## src/inc/bocd_pkg.sv

```systemverilog
`default_nettype none

package bocd_pkg;

  // ****************************************
  // Widths, reset values and step sizes.
  // ****************************************
  localparam int unsigned   PC_W      = 10;
  localparam int unsigned   SP_W      = 3;
  localparam logic [9:0]    PC_RST    = 10'h000;
  localparam logic [7:0]    ACCUM_RST = 8'h00;
  localparam logic [2:0]    SP_RST    = 3'h0;
  localparam logic          ZERO_RST  = 1'b0;
  localparam logic [9:0]    PC_STEP   = 10'h001;
  localparam logic [2:0]    SP_STEP   = 3'h1;

  // ****************************************
  // Decoded operations and sequencer states.
  // ****************************************
  typedef enum logic [2:0] {
    OP_OTHER = 3'b000,
    OP_BCLR  = 3'b001,
    OP_BSET  = 3'b010,
    OP_ANDI  = 3'b011,
    OP_TSZ   = 3'b100,
    OP_CALL  = 3'b101
  } bocd_op_t;

  typedef enum logic [1:0] {
    ST_IDLE  = 2'b00,
    ST_SKIP  = 2'b01,
    ST_CALL2 = 2'b10
  } bocd_state_t;

  // Fetched instruction as handed over by the decode stage.
  typedef struct packed {
    bocd_op_t   op;
    logic [5:0] reg_addr;
    logic [2:0] bit_idx;
    logic [7:0] imm;
  } bocd_instr_t;

  // Write toward the data register file.
  typedef struct packed {
    logic       we;
    logic [5:0] addr;
    logic [7:0] data;
  } bocd_regwr_t;

  // Whole state of the core slice.
  typedef struct packed {
    bocd_state_t state;
    logic [9:0]  pc;
    logic [7:0]  accumulator;
    logic        zero;
    logic [2:0]  sp;
    bocd_regwr_t wr;
    logic        push;
    logic [9:0]  push_data;
  } bocd_core_t;

endpackage : bocd_pkg

`default_nettype wire

```

## src/rtl/bocd_core.sv

```systemverilog
`default_nettype none

module bocd_core
  import bocd_pkg::*;
(
  input  wire logic        clk_i,
  input  wire logic        rstn_i,
  input  wire logic        instr_valid_i,
  input  wire bocd_instr_t instr_i,
  input  wire logic [7:0]  reg_rdata_i,
  input  wire logic [1:0]  page_hi_i,
  output logic             instr_ready_o,
  output logic             discard_o,
  output logic [5:0]       reg_raddr_o,
  output bocd_regwr_t      reg_wr_o,
  output logic [7:0]       accumulator_o,
  output logic             zero_o,
  output logic [9:0]       pc_o,
  output logic             stack_push_o,
  output logic [9:0]       stack_data_o,
  output logic [2:0]       stack_ptr_o
);

  // ****************************************
  // Decode helpers.
  // ****************************************

  // One-hot mask for a bit index; used by clear, set and test.
  function automatic logic [7:0] bit_mask(input logic [2:0] idx);
    bit_mask = 8'h01 << idx;
  endfunction : bit_mask

  bocd_core_t  st_r;
  bocd_core_t  st_nxt;
  logic        take;
  logic [7:0]  mask;
  logic [7:0]  clr_val;
  logic [7:0]  set_val;
  logic [7:0]  and_val;
  logic        tested_bit;
  logic [9:0]  pc_inc;
  logic [9:0]  call_tgt;

  // The register file answers the read address in the same cycle.
  assign reg_raddr_o   = instr_i.reg_addr;
  assign instr_ready_o = (st_r.state == ST_IDLE);
  assign take          = instr_valid_i && instr_ready_o;
  assign mask          = bit_mask(instr_i.bit_idx);
  assign clr_val       = reg_rdata_i & ~mask;
  assign set_val       = reg_rdata_i | mask;
  assign and_val       = st_r.accumulator & instr_i.imm;
  assign tested_bit    = |(reg_rdata_i & mask);
  assign pc_inc        = st_r.pc + PC_STEP;
  assign call_tgt      = {page_hi_i, instr_i.imm};

  // ****************************************
  // Next-state logic.
  // ****************************************

  // Pulses are cleared each cycle so that a write or push lasts one cycle.
  always_comb begin
    st_nxt         = st_r;
    st_nxt.wr.we   = 1'b0;
    st_nxt.push    = 1'b0;
    case (st_r.state)
      ST_IDLE: begin
        if (take) begin
          st_nxt.pc = pc_inc;
          case (instr_i.op)
            OP_BCLR: begin
              st_nxt.wr = '{we: 1'b1, addr: instr_i.reg_addr,
                            data: clr_val};
            end
            OP_BSET: begin
              st_nxt.wr = '{we: 1'b1, addr: instr_i.reg_addr,
                            data: set_val};
            end
            OP_ANDI: begin
              st_nxt.accumulator = and_val;
              st_nxt.zero        = (and_val == 8'h00);
            end
            OP_TSZ: begin
              if (!tested_bit) begin
                st_nxt.state = ST_SKIP;
              end
              // A set bit leaves the sequencer idle.
            end
            OP_CALL: begin
              st_nxt.push      = 1'b1;
              st_nxt.push_data = pc_inc;
              st_nxt.pc        = call_tgt;
              st_nxt.sp        = st_r.sp + SP_STEP;
              st_nxt.state     = ST_CALL2;
            end
            default: begin
            end
          endcase
        end
      end
      ST_SKIP: begin
        // The discarded word still moves the counter past itself.
        st_nxt.pc    = pc_inc;
        st_nxt.state = ST_IDLE;
      end
      ST_CALL2: begin
        // Second call cycle: the word fetched behind the call is dropped.
        st_nxt.state = ST_IDLE;
      end
      default: begin
        st_nxt.state = ST_IDLE;
      end
    endcase
  end

  // ****************************************
  // State register.
  // ****************************************

  // Reset takes constants only; flags and counters start cleared.
  always_ff @(posedge clk_i or negedge rstn_i) begin
    if (!rstn_i) begin
      st_r.state     <= ST_IDLE;
      st_r.pc        <= PC_RST;
      st_r.accumulator <= ACCUM_RST;
      st_r.zero      <= ZERO_RST;
      st_r.sp        <= SP_RST;
      st_r.wr        <= '0;
      st_r.push      <= 1'b0;
      st_r.push_data <= PC_RST;
    end else begin
      st_r <= st_nxt;
    end
  end

  // Discard tells fetch that the word on its output is dead this cycle.
  assign discard_o    = (st_r.state != ST_IDLE);
  assign reg_wr_o     = st_r.wr;
  assign accumulator_o = st_r.accumulator;
  assign zero_o       = st_r.zero;
  assign pc_o         = st_r.pc;
  assign stack_push_o = st_r.push;
  assign stack_data_o = st_r.push_data;
  assign stack_ptr_o  = st_r.sp;
endmodule : bocd_core

`default_nettype wire

```

## config.mk

```make
export PLATFORM = sky130hd
export DESIGN_NAME = bocd_core
export DESIGN_NICKNAME = d
export VERILOG_FILES = /design/src/inc/bocd_pkg.sv /design/src/rtl/bocd_core.sv
export SDC_FILE = /design/constraint.sdc
export NUM_CORES = 1
export LEC_CHECK = 0
export ABC_AREA = 1
export BUFFER_PORTS_ARGS = -buffer_cell sky130_fd_sc_hd__buf_4
export CAP_MARGIN = 10
export CORE_MARGIN = 2
export CORE_UTILIZATION = 45
export CTS_BUF_LIST = sky130_fd_sc_hd__clkbuf_8
export CTS_CLUSTER_SIZE = 28
export DETAILED_ROUTE_END_ITERATION = 16
export PLACE_DENSITY = 0.7
export SLEW_MARGIN = 20
export SYNTH_ARGS = -nofsm -noshare
export SYNTH_HDL_FRONTEND = slang
export SYNTH_SLANG_ARGS = --single-unit
export TNS_END_PERCENT = 5
```

## constraint.sdc

```tcl
create_clock -name clk_i -period 4 [get_ports clk_i]
set_input_delay 0.2 -clock clk_i [delete_from_list [all_inputs] [get_ports clk_i]]
set_output_delay 0.2 -clock clk_i [all_outputs]
set_load 0.01 [all_outputs]
```

==> flow_summary.toml <==
[sta]
finClkSkew_ns = 0.009822
finalSetupTns_ns = 0
fin_crit_sh_pct = 44.78
finalSetupViolCount = 0
period_minus_slack_ns = 1.791
rsz0062_at_grt = "no"
fmax_mhz = 558.3
slew_headroom_pct = 57.55
drv_slew = 0
finalHoldViolations = 0
tightest_slew_ns = 0.6367
fin_ws_ns = 2.209

[global_routing]
track_usage_pct = 17.58
antenna_found_initial = 0
grt_max_degree = 51
grt-ovfl-total = 0
grt_pass1_vias = 2197
grt_pass1_wl_mm = 10.30

[clock_tree]
worstSkewPairLatency_ns = 0.30
cts_num_sinks = 50
cts_tree = "yes"
cts-buffers-inserted = 5
clkTransAtPathRegs_ns = 0.09
cts-root-buf = "clkbuf_8"
h-tree-depth = 2
clk_path_buf_depth = 2
cts_resized = 0

[worst_setup_path]
critical_path_class = "flop to flop"
reg2reg_depth = 6
end_kind = "flop"
cp.arrival_ns = 1.96
cp_data_required_time_ns = 4.17
crit_path_max_fanout = 24
startpoint_type = "flop"

[layout]
multiInputGateArea_um2 = 1084
final_common_cell = "nand2_1"
final_cell_mix = "nand2_1, buf_4, dfrtp_1"
regArea_um2 = 1251
syn_to_final_growth_pct = 13.88
fill_cells = 624
fin_nets = 419
drive_gt1_share_pct = 28.83
num_antenna_cells = 0

[drt]
avgViaCountPerCell = 5.032
wire_per_inst_um = 13.04
drtIter0Drc = 180
drt-total-wl_mm = 6.025
antenna_left = 0
dr.pass1.iters = 4
route.detailed.drc = 0
dr_total_vias = 2325

[synthesis]
ys_seq_area_share_pct = 43.25
syn_inst = 349
synth_top_area_share_pct = 43.25
synthArstFlopShare_pct = 100.0
synth.distinct_cells = 32
synth_edf_count = 0
yosysWarnings = 0
ys_ff_latch = 50
syn_area_per_cell_um2 = 8.289
syn_nets = 384
synth_area_leaders = "dfrtp_1, buf_4, nand2_1"
ys.flop_type = "dfrtp_1"
syn-cell-area_um2 = 2893
yosys.area.top_type = "dfrtp_1"

[power_and_ir_drop]
power_frac_clock_pct = 19.2
combPwrFrac_pct = 33.8
peakVddDrop_mv = 0.2696
power_switching_uw = 519.8
power_frac_seq_pct = 47.0
p_leak_nw = 1.748
powerDensity_nw_per_um2 = 464.8
p_int_mw = 1.012
swShare_pct = 33.94

[placed_design]
port_buffers = 88
hpwl_mm = 4.578
finalWeightedCongestion = 0.7875
dp_slack_ns = 2.219

[outcome]
outcome = "finished, final reports clean"

[floorplan]
die_area_um2 = 7085
ioPinCount = 89
start_util_pct = 46.08
core_region_area_um2 = 6277
die_h_um = 84.18
rows = 29
die_w_um = 84.18

[hold_path]
hp-class = "input pin to flop"
hold_depth = 3

[run]
drv_cap = 0
==> timing repair <==
action,4_1_cts,5_1_grt
hold buffers,1,0
buffers inserted,0,0
setup endpoints to repair,0,0
hold endpoints to repair,50,0
==> synthesized netlist by cell type (3+ instances only) <==
cell      number
nand3_2        3
inv_2          6
mux2i_1        3
o21ai_0        8
inv_1         20
buf_4         56
o211ai_1       5
nand2_1      103
a21boi_1       5
nor2_1        18
a31oi_1        6
xor2_1         5
a21oi_1        9
o21ai_1        5
dfrtp_1       50
nand4_1       11
nand3_1       14
nor2_4         3
==> worst max-delay path: stages, from the launching register on <==
cell and delay (ns):
dfrtp_1 0.44, nor2_4 0.17, nand2_4 0.11, nor2_4 0.42, inv_1 0.31, nand2_1 0.12, o21ai_0 0.08
==> power by group through the flow <==
stage	Sequential [mW]	Combinational, mW	Clock, mW
floorplan	0.701	0.421	0
global placement	0.731	0.509	0
detailed placement	0.731	0.522	0
CTS	0.721	0.524	0.307
global route	0.739	0.573	0.331
finish	0.720	0.517	0.295
==> cell families after synthesis <==
group	share of synthesized area, %
buf+inv	19.29
mux	1.038
xor+xnor	1.817
compound gates	9.083
flops	43.25
simple gates	24.65
fa+ha+maj	0.8649
==> layer usage <==
layer	global-route usage [%]	routed length [um]	up-vias	share of wire [%]
met4	3.959	60	0	1.0
li1	-	-	1145	-
met3	4.031	307	8	5.1
met2	28.57	2916	57	48
met1	24.16	2741	1115	45
met5	0	0	-	0
==> layout make-up <==
type / count / area share (%)
clock inverters: 2 / 0.2659
clock buffers: 6 / 2.507
flip-flops and latches: 50 / 37.98
well taps: 77 / 2.924
multi-input cells: 211 / 32.89
inverters: 27 / 3.076
repair buffers: 89 / 20.36
==> sequential cells by signal (all words and copies together) (netlist names) <==
name / flops
stack_push_o: 1
stack_ptr_o: 3
accumulator_o: 8
reg_wr_o: 15
pc_o: 10
stack_data_o: 10
st_r: 2
zero_o: 1
==> final timing paths <==
kind                                                from                          end  slack [ns]
max in group asynchronous                         rstn_i   stack_ptr_o[1]$_DFFE_PN0P_        3.11
min in group asynchronous                         rstn_i      reg_wr_o[7]$_DFFE_PN0P_        0.47
worst min register to register  reg_wr_o[12]$_DFFE_PN0P_     reg_wr_o[12]$_DFFE_PN0P_        0.48
worst min-delay path                         instr_i[15]     reg_wr_o[12]$_DFFE_PN0P_        0.12
worst max-delay path                st_r[49]$_DFFE_PN0P_  stack_data_o[3]$_DFFE_PN0P_        2.21
worst max register to register      st_r[49]$_DFFE_PN0P_  stack_data_o[3]$_DFFE_PN0P_        2.21
==> through the flow <==
step	instance area, um2	hold WS [ns]	instances	utilization (%)	total power, mW
6_report	3294	0.1158	462	52.48	1.531
5_1_grt	3294	0.1108	462	52.48	1.643
4_1_cts	3294	0.1058	462	52.48	1.553
3_5_place_dp	3193	0.2731	453	50.87	1.253
3_3_place_gp	3193	0.2690	453	50.87	1.240
2_1_floorplan	2893	-0.09559	349	-	1.122
(Power assumes the default switching activity.)
